### src/design/crs_map.svh
// Offsets, field positions, opcodes and reset values of the call and return executor
`ifndef CRS_MAP_SVH
`define CRS_MAP_SVH

// Register byte offsets
`define CRS_ADR_CTRL      8'h00
`define CRS_ADR_WREG      8'h04
`define CRS_ADR_STATUS    8'h08
`define CRS_ADR_BANK      8'h0c
`define CRS_ADR_SHADOW    8'h10
`define CRS_ADR_PC        8'h14
`define CRS_ADR_STACK     8'h18
`define CRS_ADR_LATCH     8'h1c
`define CRS_ADR_STATE     8'h20

// Control register fields
`define CRS_CTRL_RUN      0
`define CRS_CTRL_PRIO     1
`define CRS_CTRL_LO_EN    6
`define CRS_CTRL_HI_EN    7

// Opcode patterns
`define CRS_OP_REL_CALL   5'h1b
`define CRS_OP_RESET      16'h00ff
`define CRS_OP_INT_RET    15'h0008
`define CRS_OP_LIT_RET    8'h0c

// Quarter phases of one instruction cycle
`define CRS_Q1            2'h0
`define CRS_Q2            2'h1
`define CRS_Q3            2'h2
`define CRS_Q4            2'h3
`define CRS_Q_STEP        2'h1

// Reset values
`define CRS_RST_RUN       1'b1
`define CRS_RST_PRIO      1'b0
`define CRS_RST_HI_EN     1'b0
`define CRS_RST_LO_EN     1'b0
`define CRS_RST_W         8'h00
`define CRS_RST_STATUS    8'h00
`define CRS_RST_BANK      4'h0

`endif

### src/design/crs_pkg.sv
// Types shared by the call and return executor
package crs_pkg;

  typedef enum logic [0:0] {
    CRS_EXEC,
    CRS_NOP
  } crs_cycle_e;

  // Live core registers handed to the rest of the core
  typedef struct packed {
    logic [7:0] w;
    logic [7:0] status;
    logic [3:0] bank_select_register;
    logic       high_priority_global_enable;
    logic       low_priority_global_enable;
    logic       priority_mode;
  } crs_core_s;

endpackage
### src/design/crs_exec.sv
// Executor for relative call, software reset, interrupt return and literal return
// How it works
// RULE1: opcode with top five bits 11011 is a call carrying an 11-bit signed offset.
// RULE2: call pushes its own address plus two before touching the program counter.
// RULE3: call loads program counter with address plus two plus twice signed offset.
// RULE4: call lasts two cycles: push in phase two, counter write in phase four.
// RULE5: reset opcode restores every reset-affected register in phase two, one cycle.
// RULE6: interrupt return pops the stack into the program counter in phase four.
// RULE7: interrupt return sets the high or the low global interrupt enable.
// RULE8: shadow flag set copies working, status, bank shadows back; clear leaves them.
// RULE9: interrupt return leaves both program counter latch registers untouched.
// RULE10: literal return loads working register with its byte, flags left alone.
// RULE11: literal return pops counter and writes working register in phase four.
// RULE12: literal return leaves the high program counter latch untouched.
// RULE13: two-cycle instructions drop the fetched word and run a no-op second cycle.
//
// Local design decisions: the Wishbone register port and the register addresses.
`timescale 1ns/1ns
`default_nettype none
`include "crs_map.svh"

module crs_exec
  import crs_pkg::*;
#(
  parameter int PC_W  = 21,
  parameter int DEPTH = 31
) (
  input  wire logic            clk_i,
  input  wire logic            rst_i,
  input  wire logic [15:0]     instr_i,
  output logic      [PC_W-1:0] pc_o,
  output logic      [1:0]      phase_o,
  output logic                 flush_o,
  output logic                 soft_reset_o,
  output logic      [PC_W-1:0] stack_top_o,
  output crs_core_s            core_o,
  input  wire logic            wb_cyc_i,
  input  wire logic            wb_stb_i,
  input  wire logic            wb_we_i,
  input  wire logic [7:0]      wb_adr_i,
  input  wire logic [3:0]      wb_sel_i,
  input  wire logic [31:0]     wb_dat_i,
  output logic      [31:0]     wb_dat_o,
  output logic                 wb_ack_o
);

  localparam int SP_W = $clog2(DEPTH + 1);

  if (PC_W < 13 || PC_W > 24) begin : g_bad_pc
    $error("crs_exec: PC_W must lie in 13..24");
  end
  if (DEPTH < 1 || DEPTH > 255) begin : g_bad_depth
    $error("crs_exec: DEPTH must lie in 1..255");
  end

  localparam logic [PC_W-1:0] RET_STEP = PC_W'(2);
  localparam logic [SP_W-1:0] SP_FULL  = SP_W'(DEPTH);

  typedef struct packed {
    logic [DEPTH-1:0][PC_W-1:0] stk;
    logic [SP_W-1:0]            sp;
    logic [PC_W-1:0]            pc;
    logic [PC_W-1:0]            ia;
    logic [15:0]                ir;
    logic [1:0]                 q;
    crs_cycle_e                 cyc;
    logic                       run;
    logic                       prio;
    logic                       hi_en;
    logic                       lo_en;
    logic [7:0]                 w;
    logic [7:0]                 status;
    logic [3:0]                 bank;
    logic [7:0]                 wsh;
    logic [7:0]                 ss;
    logic [3:0]                 bs;
    logic [7:0]                 lat_h;
    logic [4:0]                 lat_u;
    logic                       soft_rst;
    logic                       ack;
    logic [31:0]                rdat;
  } crs_state_s;

  crs_state_s s_r;
  crs_state_s s_nxt;

  logic [PC_W-1:0] top;
  logic [PC_W-1:0] ret_addr;
  logic [PC_W-1:0] call_target;
  logic            is_call;
  logic            is_reset;
  logic            is_iret;
  logic            is_lret;
  logic            req;
  logic            wr;
  logic [31:0]     rd_val;
  logic [31:0]     wv;

  assign top         = (s_r.sp != '0) ? s_r.stk[s_r.sp - 1'b1] : '0;
  assign ret_addr    = s_r.ia + RET_STEP;
  assign call_target = ret_addr + {{(PC_W-12){s_r.ir[10]}}, s_r.ir[10:0], 1'b0}; // RULE3
  assign is_call     = (s_r.ir[15:11] == `CRS_OP_REL_CALL); // RULE1
  assign is_reset    = (s_r.ir == `CRS_OP_RESET);
  assign is_iret     = (s_r.ir[15:1] == `CRS_OP_INT_RET);
  assign is_lret     = (s_r.ir[15:8] == `CRS_OP_LIT_RET);
  assign req         = wb_cyc_i & wb_stb_i;
  assign wr          = req & ~s_r.ack & wb_we_i;

  // Byte lanes not selected keep the register's present contents
  function automatic logic [31:0] merge(input logic [31:0] old, input logic [31:0] dat, input logic [3:0] sel);
    logic [31:0] v;
    v = old;
    for (int b = 0; b < 4; b++) begin
      if (sel[b]) begin
        v[8*b +: 8] = dat[8*b +: 8];
      end
    end
    return v;
  endfunction

  always_comb begin
    rd_val = 32'h0000_0000;
    case (wb_adr_i)
      `CRS_ADR_CTRL: begin
        rd_val[`CRS_CTRL_RUN]   = s_r.run;
        rd_val[`CRS_CTRL_PRIO]  = s_r.prio;
        rd_val[`CRS_CTRL_LO_EN] = s_r.lo_en;
        rd_val[`CRS_CTRL_HI_EN] = s_r.hi_en;
      end
      `CRS_ADR_WREG:   rd_val[7:0] = s_r.w;
      `CRS_ADR_STATUS: rd_val[7:0] = s_r.status;
      `CRS_ADR_BANK:   rd_val[3:0] = s_r.bank;
      `CRS_ADR_SHADOW: rd_val[19:0] = {s_r.bs, s_r.ss, s_r.wsh};
      `CRS_ADR_PC:     rd_val[PC_W-1:0] = s_r.pc;
      `CRS_ADR_STACK: begin
        rd_val[PC_W-1:0]       = top;
        rd_val[24 +: SP_W]     = s_r.sp;
      end
      `CRS_ADR_LATCH:  rd_val[12:0] = {s_r.lat_u, s_r.lat_h};
      `CRS_ADR_STATE: begin
        rd_val[1:0]   = s_r.q;
        rd_val[2]     = (s_r.cyc == CRS_NOP);
        rd_val[31:16] = s_r.ir;
      end
      default: rd_val = 32'h0000_0000;
    endcase
  end

  assign wv = merge(rd_val, wb_dat_i, wb_sel_i);

  always_comb begin
    crs_state_s rst_v;
    rst_v        = '0;
    rst_v.run    = `CRS_RST_RUN;
    rst_v.prio   = `CRS_RST_PRIO;
    rst_v.hi_en  = `CRS_RST_HI_EN;
    rst_v.lo_en  = `CRS_RST_LO_EN;
    rst_v.w      = `CRS_RST_W;
    rst_v.status = `CRS_RST_STATUS;
    rst_v.bank   = `CRS_RST_BANK;
    rst_v.cyc    = CRS_EXEC;
    // Bus read data is not core state; a pending read keeps its answer
    rst_v.rdat   = s_r.rdat;
    s_nxt          = s_r;
    s_nxt.soft_rst = 1'b0;
    if (s_r.run) begin
      s_nxt.q = s_r.q + `CRS_Q_STEP;
      case (s_r.cyc)
        CRS_EXEC: begin
          case (s_r.q)
            `CRS_Q1: begin
              s_nxt.ir = instr_i;
              s_nxt.ia = s_r.pc;
            end
            `CRS_Q2: begin
              if (is_reset) begin
                // Phase counter restarts too, so the next cycle begins cleanly at phase one
                s_nxt          = rst_v; // RULE5
                s_nxt.soft_rst = 1'b1;
              end else if (is_call && s_r.sp != SP_FULL) begin
                // Overflow handling lives elsewhere; a full stack simply drops the push
                s_nxt.stk[s_r.sp] = ret_addr; // RULE2 RULE4
                s_nxt.sp          = s_r.sp + 1'b1;
              end
            end
            `CRS_Q4: begin
              if (is_call) begin
                s_nxt.pc  = call_target; // RULE3 RULE4
                s_nxt.cyc = CRS_NOP; // RULE13
              end else if (is_iret || is_lret) begin
                // Counter comes from the stack alone; latch registers stay as they are
                s_nxt.pc  = top; // RULE6 RULE9 RULE11 RULE12
                s_nxt.cyc = CRS_NOP; // RULE13
                if (s_r.sp != '0) begin
                  s_nxt.sp = s_r.sp - 1'b1;
                end
                if (is_lret) begin
                  s_nxt.w = s_r.ir[7:0]; // RULE10 RULE11
                end else begin
                  if (s_r.prio && s_r.hi_en) begin
                    s_nxt.lo_en = 1'b1; // RULE7
                  end else begin
                    s_nxt.hi_en = 1'b1; // RULE7
                  end
                  if (s_r.ir[0]) begin
                    s_nxt.w      = s_r.wsh; // RULE8
                    s_nxt.status = s_r.ss;
                    s_nxt.bank   = s_r.bs;
                  end
                end
              end else begin
                s_nxt.pc = ret_addr;
              end
            end
            default: ;
          endcase
        end
        CRS_NOP: begin
          // Word fetched under the old counter is never decoded
          if (s_r.q == `CRS_Q4) begin
            s_nxt.cyc = CRS_EXEC; // RULE13
          end
        end
        default: s_nxt.cyc = CRS_EXEC;
      endcase
    end
    // Bus access has the last word; a software write beats a same-cycle core update
    s_nxt.ack = req & ~s_r.ack;
    if (req && !s_r.ack) begin
      s_nxt.rdat = rd_val;
    end
    if (wr) begin
      case (wb_adr_i)
        `CRS_ADR_CTRL: begin
          s_nxt.run   = wv[`CRS_CTRL_RUN];
          s_nxt.prio  = wv[`CRS_CTRL_PRIO];
          s_nxt.lo_en = wv[`CRS_CTRL_LO_EN];
          s_nxt.hi_en = wv[`CRS_CTRL_HI_EN];
        end
        `CRS_ADR_WREG:   s_nxt.w = wv[7:0];
        `CRS_ADR_STATUS: s_nxt.status = wv[7:0];
        `CRS_ADR_BANK:   s_nxt.bank = wv[3:0];
        `CRS_ADR_SHADOW: begin
          s_nxt.wsh = wv[7:0];
          s_nxt.ss = wv[15:8];
          s_nxt.bs = wv[19:16];
        end
        `CRS_ADR_PC:     s_nxt.pc = wv[PC_W-1:0];
        `CRS_ADR_LATCH: begin
          s_nxt.lat_h = wv[7:0];
          s_nxt.lat_u = wv[12:8];
        end
        default: ;
      endcase
    end
  end

  always_ff @(posedge clk_i) begin
    if (rst_i) begin
      s_r        <= '0;
      s_r.run    <= `CRS_RST_RUN;
      s_r.prio   <= `CRS_RST_PRIO;
      s_r.hi_en  <= `CRS_RST_HI_EN;
      s_r.lo_en  <= `CRS_RST_LO_EN;
      s_r.w      <= `CRS_RST_W;
      s_r.status <= `CRS_RST_STATUS;
      s_r.bank   <= `CRS_RST_BANK;
      s_r.cyc    <= CRS_EXEC;
    end else begin
      s_r <= s_nxt;
    end
  end

  assign pc_o                               = s_r.pc;
  assign phase_o                            = s_r.q;
  assign flush_o                            = (s_r.cyc == CRS_NOP);
  assign soft_reset_o                       = s_r.soft_rst;
  assign stack_top_o                        = top;
  assign core_o.w                           = s_r.w;
  assign core_o.status                      = s_r.status;
  assign core_o.bank_select_register        = s_r.bank;
  assign core_o.high_priority_global_enable = s_r.hi_en;
  assign core_o.low_priority_global_enable  = s_r.lo_en;
  assign core_o.priority_mode               = s_r.prio;
  assign wb_dat_o                           = s_r.rdat;
  assign wb_ack_o                           = s_r.ack;

  logic ex_q2;
  logic ex_q4;
  assign ex_q2 = s_r.run && s_r.cyc == CRS_EXEC && s_r.q == `CRS_Q2 && !wr;
  assign ex_q4 = s_r.run && s_r.cyc == CRS_EXEC && s_r.q == `CRS_Q4 && !wr;

  call_push_a: assert property (@(posedge clk_i) disable iff (rst_i) // RULE2
    ex_q2 && is_call && s_r.sp != SP_FULL |=> s_r.sp == $past(s_r.sp) + 1'b1 && top == $past(ret_addr))
    else $error("call did not push its return address");

  call_target_a: assert property (@(posedge clk_i) disable iff (rst_i) // RULE3
    ex_q4 && is_call |=> s_r.pc == $past(s_r.ia) + RET_STEP
      + {{(PC_W-12){$past(s_r.ir[10])}}, $past(s_r.ir[10:0]), 1'b0})
    else $error("call target wrong");

  // Bus writes in the window are excluded, they may move the counter legally
  call_timing_a: assert property (@(posedge clk_i) disable iff (rst_i) // RULE4
    ex_q2 && is_call ##1 !wr |=> $stable(s_r.pc) && $past(s_r.pc) == $past(s_r.pc, 2) && s_r.q == `CRS_Q4)
    else $error("call changed the counter before phase four");

  soft_reset_a: assert property (@(posedge clk_i) disable iff (rst_i) // RULE5
    ex_q2 && is_reset |=> s_r.pc == '0 && s_r.sp == '0 && s_r.w == `CRS_RST_W && soft_reset_o && s_r.q == `CRS_Q1)
    else $error("software reset did not restore reset values");

  ret_pop_a: assert property (@(posedge clk_i) disable iff (rst_i) // RULE6
    ex_q4 && (is_iret || is_lret) && s_r.sp != '0 |=> s_r.pc == $past(top) && s_r.sp == $past(s_r.sp) - 1'b1)
    else $error("return did not pop into the counter");

  // Priority mode with the high enable already on re-arms the low level only
  ret_enable_a: assert property (@(posedge clk_i) disable iff (rst_i) // RULE7
    ex_q4 && is_iret |=> (($past(s_r.prio) && $past(s_r.hi_en)) ? (s_r.lo_en && s_r.hi_en)
      : (s_r.hi_en && s_r.lo_en == $past(s_r.lo_en))))
    else $error("interrupt return did not enable interrupts");

  shadow_copy_a: assert property (@(posedge clk_i) disable iff (rst_i) // RULE8
    ex_q4 && is_iret |=> s_r.w == ($past(s_r.ir[0]) ? $past(s_r.wsh) : $past(s_r.w))
      && s_r.status == ($past(s_r.ir[0]) ? $past(s_r.ss) : $past(s_r.status))
      && s_r.bank == ($past(s_r.ir[0]) ? $past(s_r.bs) : $past(s_r.bank)))
    else $error("shadow restore wrong");

  latch_keep_a: assert property (@(posedge clk_i) disable iff (rst_i) // RULE9
    ex_q4 && is_iret |=> $stable(s_r.lat_u) && $stable(s_r.lat_h))
    else $error("interrupt return touched a latch register");

  literal_w_a: assert property (@(posedge clk_i) disable iff (rst_i) // RULE10
    ex_q4 && is_lret |=> s_r.w == $past(s_r.ir[7:0]) && $stable(s_r.status))
    else $error("literal return wrote the wrong working value");

  literal_pop_a: assert property (@(posedge clk_i) disable iff (rst_i) // RULE11
    ex_q4 && is_lret |=> s_r.pc == $past(top) && s_r.w == $past(s_r.ir[7:0]) && s_r.q == `CRS_Q1)
    else $error("literal return did not pop and load in phase four");

  literal_latch_a: assert property (@(posedge clk_i) disable iff (rst_i) // RULE12
    ex_q4 && is_lret |=> $stable(s_r.lat_h))
    else $error("literal return touched the high latch");

  nop_cycle_a: assert property (@(posedge clk_i) disable iff (rst_i) // RULE13
    ex_q4 && (is_call || is_iret || is_lret) && s_r.run |=> flush_o [*4] ##1 !flush_o)
    else $error("second cycle not a four-phase no-op");

endmodule

`default_nettype wire

### config.mk
export PLATFORM = sky130hd
export DESIGN_NAME = crs_exec
export DESIGN_NICKNAME = d
export VERILOG_FILES = /design/src/design/crs_pkg.sv /design/src/design/crs_exec.sv
export VERILOG_INCLUDE_DIRS = /design/src /design/src/design
export SDC_FILE = /design/constraint.sdc
export NUM_CORES = 2
export LEC_CHECK = 0
export BUFFER_PORTS_ARGS = -buffer_cell sky130_fd_sc_hd__buf_2
export CORE_MARGIN = 3
export CORE_UTILIZATION = 35
export DETAILED_ROUTE_END_ITERATION = 12
export PLACE_DENSITY = 0.56
export SLEW_MARGIN = 20
export SYNTH_ARGS = -nofsm -noshare
export SYNTH_HDL_FRONTEND = slang
export SYNTH_SLANG_ARGS = --single-unit
export TNS_END_PERCENT = 1
### constraint.sdc
create_clock -name clk_i -period 4.03 [get_ports clk_i]
set_input_delay 0.6045 -clock clk_i [delete_from_list [all_inputs] [get_ports clk_i]]
set_output_delay 0.6045 -clock clk_i [all_outputs]
set_load 0.05 [all_outputs]
Word level (Yosys, flattened, before mapping)
Index checks and enable logic that the tools add are counted.

Flip-flop bits (word level): 808. Input bits: 65. Output and inout port bits: 102. Word-level logic and storage cells: 164.

Add/subtract/negate cells: 5. $lt $le $gt $ge: 3. Equality and inequality tests: 20. Muxes and demuxes: 61. Bitwise logic cells: 7. Reduce and logical (&&, ||, !) cells: 16.

Operator list (number): $mux W656 (2); $bwmux W651 (1); $mux W152 (2); $mux W21 (7); $bmux W21 S5 (1); $demux W21 S5 (1); $mux W91 (1); $pmux W37 S2 (1); $mux W67 (1); $mux W60 (1); $mux W57 (1); $pmux W26 S2 (1); $mux W22 (2); $pmux W22 S2 (1); $mux W20 (2); $mux W8 (5); $eq A8 B5 Y1 const B (4); $mux W32 (1); $eq A8 B4 Y1 const B (3); $add A21 B2 Y21 const B (1); $add A21 B21 Y21 (1); $mux W5 (4); $pmux W5 S4 (1); $pmux W2 S9 (1); 42 further kinds (66).

Depth between registers and ports, before layout
Word-level depth: 12. Depth in mapped cells: 19. Depth with buffers taken out: 15.

Worst setup path before layout
No wires, ideal clock.

Path kind: register to output. Start point: register s_r[152] (netlist name). End point: output port stack_top_o[9]. Data arrival time: 4192 ps. Required time: 3425 ps. Setup slack: -766 ps. Cell stages (with the launch flop): 16. Path through: dfxtp_1 buf_6 buf_6 buf_8 inv_2 buf_2 buf_2 ha_1 buf_2 buf_2 buf_2 inv_1 nor2_1 clkbuf_1 a211oi_2 nor3_1.

Cells in the longest elaborated chain, start to end: 4. Elaborated cells between the ends (all ways): 5. Those cells by class: add/sub: 1; mux: 3; reduce/logical: 1.

RTL lines: start, declared (line crs_exec.sv:84) `crs_state_s s_r;`; start signal, assigned (line crs_exec.sv:270) `s_r <= s_nxt;`; $sub A5 B1 Y5 (line crs_exec.sv:99) `assign top = (s_r.sp != '0) ? s_r.stk[s_r.sp - 1'b1] : '0;`; $bmux W21 S5 (line crs_exec.sv:99); $mux W21 (not written as such) (line crs_exec.sv:99); $mux W21 (*) (line crs_exec.sv:99); end, declared (line crs_exec.sv:35) `output logic [PC_W-1:0] stack_top_o,`.

Every way passes the cells marked *; elsewhere a longest branch is shown, timed or not. The select of a mux whose other input is x is not followed.

Worst setup path after layout
Start point: register s_r[153] (netlist name). End point: output port stack_top_o[3].

The elaborated chain is that of the path after synthesis.

==> summary.txt <==
Run status
  • Status: complete, but fails checks
  • Failing checks: setup timing

Worst setup path
  • Critical Path RT: 3.43 ns
  • FF-to-FF setup slack: 0.23 ns
  • Worst Setup End Kind: primary output
  • Worst path cell trace: buf_6, or4_4, nand2_4, buf_12, buf_12, mux4_2, nand2_2, o31ai_1, buf_4, and2_4, buf_12
  • Worst R2R Path Depth: 16
  • Critical path launch point type: flop
  • Critical Path AT: about 3.5 ns
  • Most used cell along the critical path: buf_12
  • Crit path kind: reg2out
  • Slowest-stage cell, CP: mux4_2
  • Crit Path Max Fanout: 13
  • Worst R2R Start: s_r[112]
  • CP peak stage delay: a little over 0.6 ns
  • FF-to-FF End: pc_o[18]

Global route
  • Initial antenna violation count: 0
  • Met1 usage: 34.2%
  • GRT overflow: 0
  • Gr usage total: 25.4%
  • Top Usage Layer GRT: met2
  • Met3 usage: roughly 3.9%
  • First-pass GRT wire length: 228 mm
  • GRT met2 Usage: between 40% and 50%
  • Largest net degree at the start of global routing: 189
  • Vias in the first global route: ~34000

Timing
  • Period utilization: 101%
  • Actual slew at the worst max-slew pin: 1.15 ns
  • RSZ-0062 raised after global routing: yes
  • Sum of negative setup slack: -0.0452 ns
  • Final hold vios: 0
  • Fin worst setup slack: -0.0452 ns
  • Period minus WS final: 4.08 ns
  • Count of final setup violators: 1
  • Slew margin rel.: 23.0%
  • Hold slack final: 0.240 ns
  • Final slew viol count: 0
  • Clock skew: between 0.05 and 0.06 ns
  • Max frequency: 0.245 GHz

Clock network
  • Max Root-Sink Buffers: 3
  • H-tree depth: 3
  • CTS Root Cell: clkbuf_16
  • Reg clk slew, reported paths: 0.06 ns
  • TritonCTS clock tree: yes
  • CTS Sinks: 808
  • CTS Buf Count: just under 90
  • Clock insertion delay at the later pin of the skew report: 0.67 ns

Place
  • Placement Cell Area: 42100 µm²
  • RD Place Congestion: just under 1
  • Hpwl dp: 97.8 mm
  • # port buffers: 154

Yosys
  • Post-synth ARST share: 0%
  • Synth Flop Type: dfxtp_1
  • Synthesized instance count: ~4800
  • Synth Area per Inst: 8.16 µm²
  • Cell Area, Synth: 39500 µm²
  • EDFF count, synth: 0
  • Yosys warning total: 0
  • Syn_nets: 4935
  • Register area share after synthesis: 41.0%
  • Synth unique cells: 105
  • #FFs+latches synth: just over 800

Layout
  • Fin nets: 4939
  • Finished layout cell area: 46400 µm²
  • Share of layout cells above drive strength 1: between 10% and 20%
  • P&R area growth vs syn: 17.5%
  • Fill cells: 11128
  • Number of diodes: 0

Power
  • Static leakage: ~16 nW
  • Clk network pwr share: 44.8%
  • P per Cell Area: 414 nW/µm²
  • Power, Total: 19.2 mW
  • Sw power: 5.19 mW
  • Sw Ratio: 27.1%
  • Max VDD drop: roughly 370 µV
  • Design internal power: 14.0 mW
  • Comb power frac: 13.1%
  • Register share of total power: 42.1%

Die
  • Initial Util: 35.5%
  • Die width: 342 µm
  • Site Rows: 122
  • CORE AREA: 111000 µm²
  • Die height: 342 µm
  • Die area: approximately 120000 µm²
  • Total I/O pin count: 167

Run
  • Max Cap Viol: 0

Routing
  • ANT nets after route: 0
  • Vias: ~38000
  • Initial detailed-routing violation count: 4433
  • Vias per cell: between 5 and 6
  • Drt wl/cell: ~24 µm
  • Final wirelength: 154 mm
  • DRC errors left: 0
  • Drt pass-1 iters: 5

Hold path
  • Worst Hold Class: in2reg
  • Worst min-delay path endpoint: s_r[65]
  • Min-delay src: wb_dat_i[6]
  • Hold depth: 3
layer usage:
layer  vias to the layer above  share of wire (%)
li1                      17119                  -
met1                     18319                 41
met2                      1781                 45
met3                       378                8.1
met4                         0                5.1
met5                         -                  0
flip-flops by register name, summed over array words and instances, names as in the netlist:
name and count:
flush_o 1, pc_o 21, soft_reset_o 1, wb_dat_o 32, phase_o 2, s_r 727
wb_ack_o 1, core_o 23
cells in the final DEF, fill, tap and decap left out, types with 37 or more instances in the layout:
master / instances
nor2_1: 868
a21oi_1: 398
buf_2: 132
nand2_1: 553
mux2i_1: 41
nor3_1: 43
buf_12: 40
clkbuf_16: 88
o21ai_0: 69
nand3_1: 400
buf_4: 254
a31oi_1: 358
a22oi_1: 55
a211oi_1: 37
mux4_2: 131
dfxtp_1: 806
critical path: cells and delay by family (launching register included):
kind                   cells  cell delay (ns)
AOI/OAI and AO/OA          1             0.08
and+or+nand+nor            4             0.93
muxes                      1             0.61
buffers and inverters      5             0.84
DFF                        1             0.34
power by group through the flow:
stage	registers, mW	clock network [mW]	logic (mW)
after floorplan	8.23	0	1.25
after global placement	8.25	0	2.05
after detailed placement	8.25	0	2.05
after CTS	8.08	8.68	2.40
after global routing	8.08	9.02	2.58
final	8.08	8.59	2.50
what timing repair did:
item                                    4_1_cts  5_1_grt
hold buffers                                  0        0
buffers inserted                             43        7
resized for setup                            65       50
pin swaps                                    16       16
endpoints found under the setup margin       21       20
cloned                                        8        0
area by class of cell:
| class | count | area (µm²) | share of cell area [%] |
|---|---|---|---|
| clock inverter | 34 | 531 | 1.14 |
| sequential | 808 | 16200 | 34.9 |
| clock buffer | 124 | 2480 | 5.34 |
| tap | 1488 | 1860 | 4.02 |
| multi-input combinational | 3449 | 21200 | 45.7 |
| timing repair buffer | 461 | 4000 | 8.62 |
| inverter | 34 | 130 | 0.281 |
worst max-delay path by stage:
| stage | cells after the start | slack (ns) | start | to |
|---|---|---|---|---|
| 2_1_floorplan | 14 | -0.06 | s_r[152] | stack_top_o[8] |
| 3_3_place_gp | 10 | 0.15 | s_r[152] | stack_top_o[12] |
| 3_5_place_dp | 8 | 0.13 | s_r[152] | stack_top_o[12] |
| 4_1_cts | 11 | -0.05 | s_r[153] | stack_top_o[3] |
| 5_1_grt | 12 | -0.06 | s_r[152] | stack_top_o[10] |
| 6_report | 11 | -0.05 | s_r[153] | stack_top_o[3] |
cells in the mapped netlist (27+ instances only):
master | number | share of area, %
o21ai_0 | 70 | 0.89
dfxtp_1 | 808 | 41
mux4_2 | 131 | 7.5
ha_1 | 32 | 1.0
buf_1 | 27 | 0.26
buf_2 | 43 | 0.55
mux2i_1 | 45 | 1.1
buf_4 | 93 | 1.8
a21oi_1 | 401 | 5.1
a31oi_1 | 365 | 5.8
a22oi_1 | 55 | 1.0
nand2_1 | 557 | 5.3
a211oi_1 | 39 | 0.74
inv_1 | 31 | 0.29
nor3_1 | 45 | 0.57
nand3_1 | 402 | 5.1
nor2_1 | 882 | 8.4
clkbuf_1 | 357 | 3.4
a221oi_1 | 28 | 0.62
cell families after synthesis:
family	count (synthesis)	synth area share [%]
adder cells (fa/ha/maj)	33	1.07
XOR/XNOR	40	0.926
flip-flops	808	41.0
AO/OA/AOI/OAI	1149	18.4
multiplexers	196	9.38
AND/OR/NAND/NOR	2031	22.1
buffers and inverters	580	7.12
per-stage QoR:
stage,instances,setup slack (ns),util [%]
global route,6398,-0.0604,41.7
CTS,6391,-0.0458,41.4
detailed placement,6182,0.130,37.9
global placement,6182,0.151,37.9
finish,6398,-0.0452,41.7
floorplan,4837,-0.0565,-
Power figures use the tool's default switching activity.
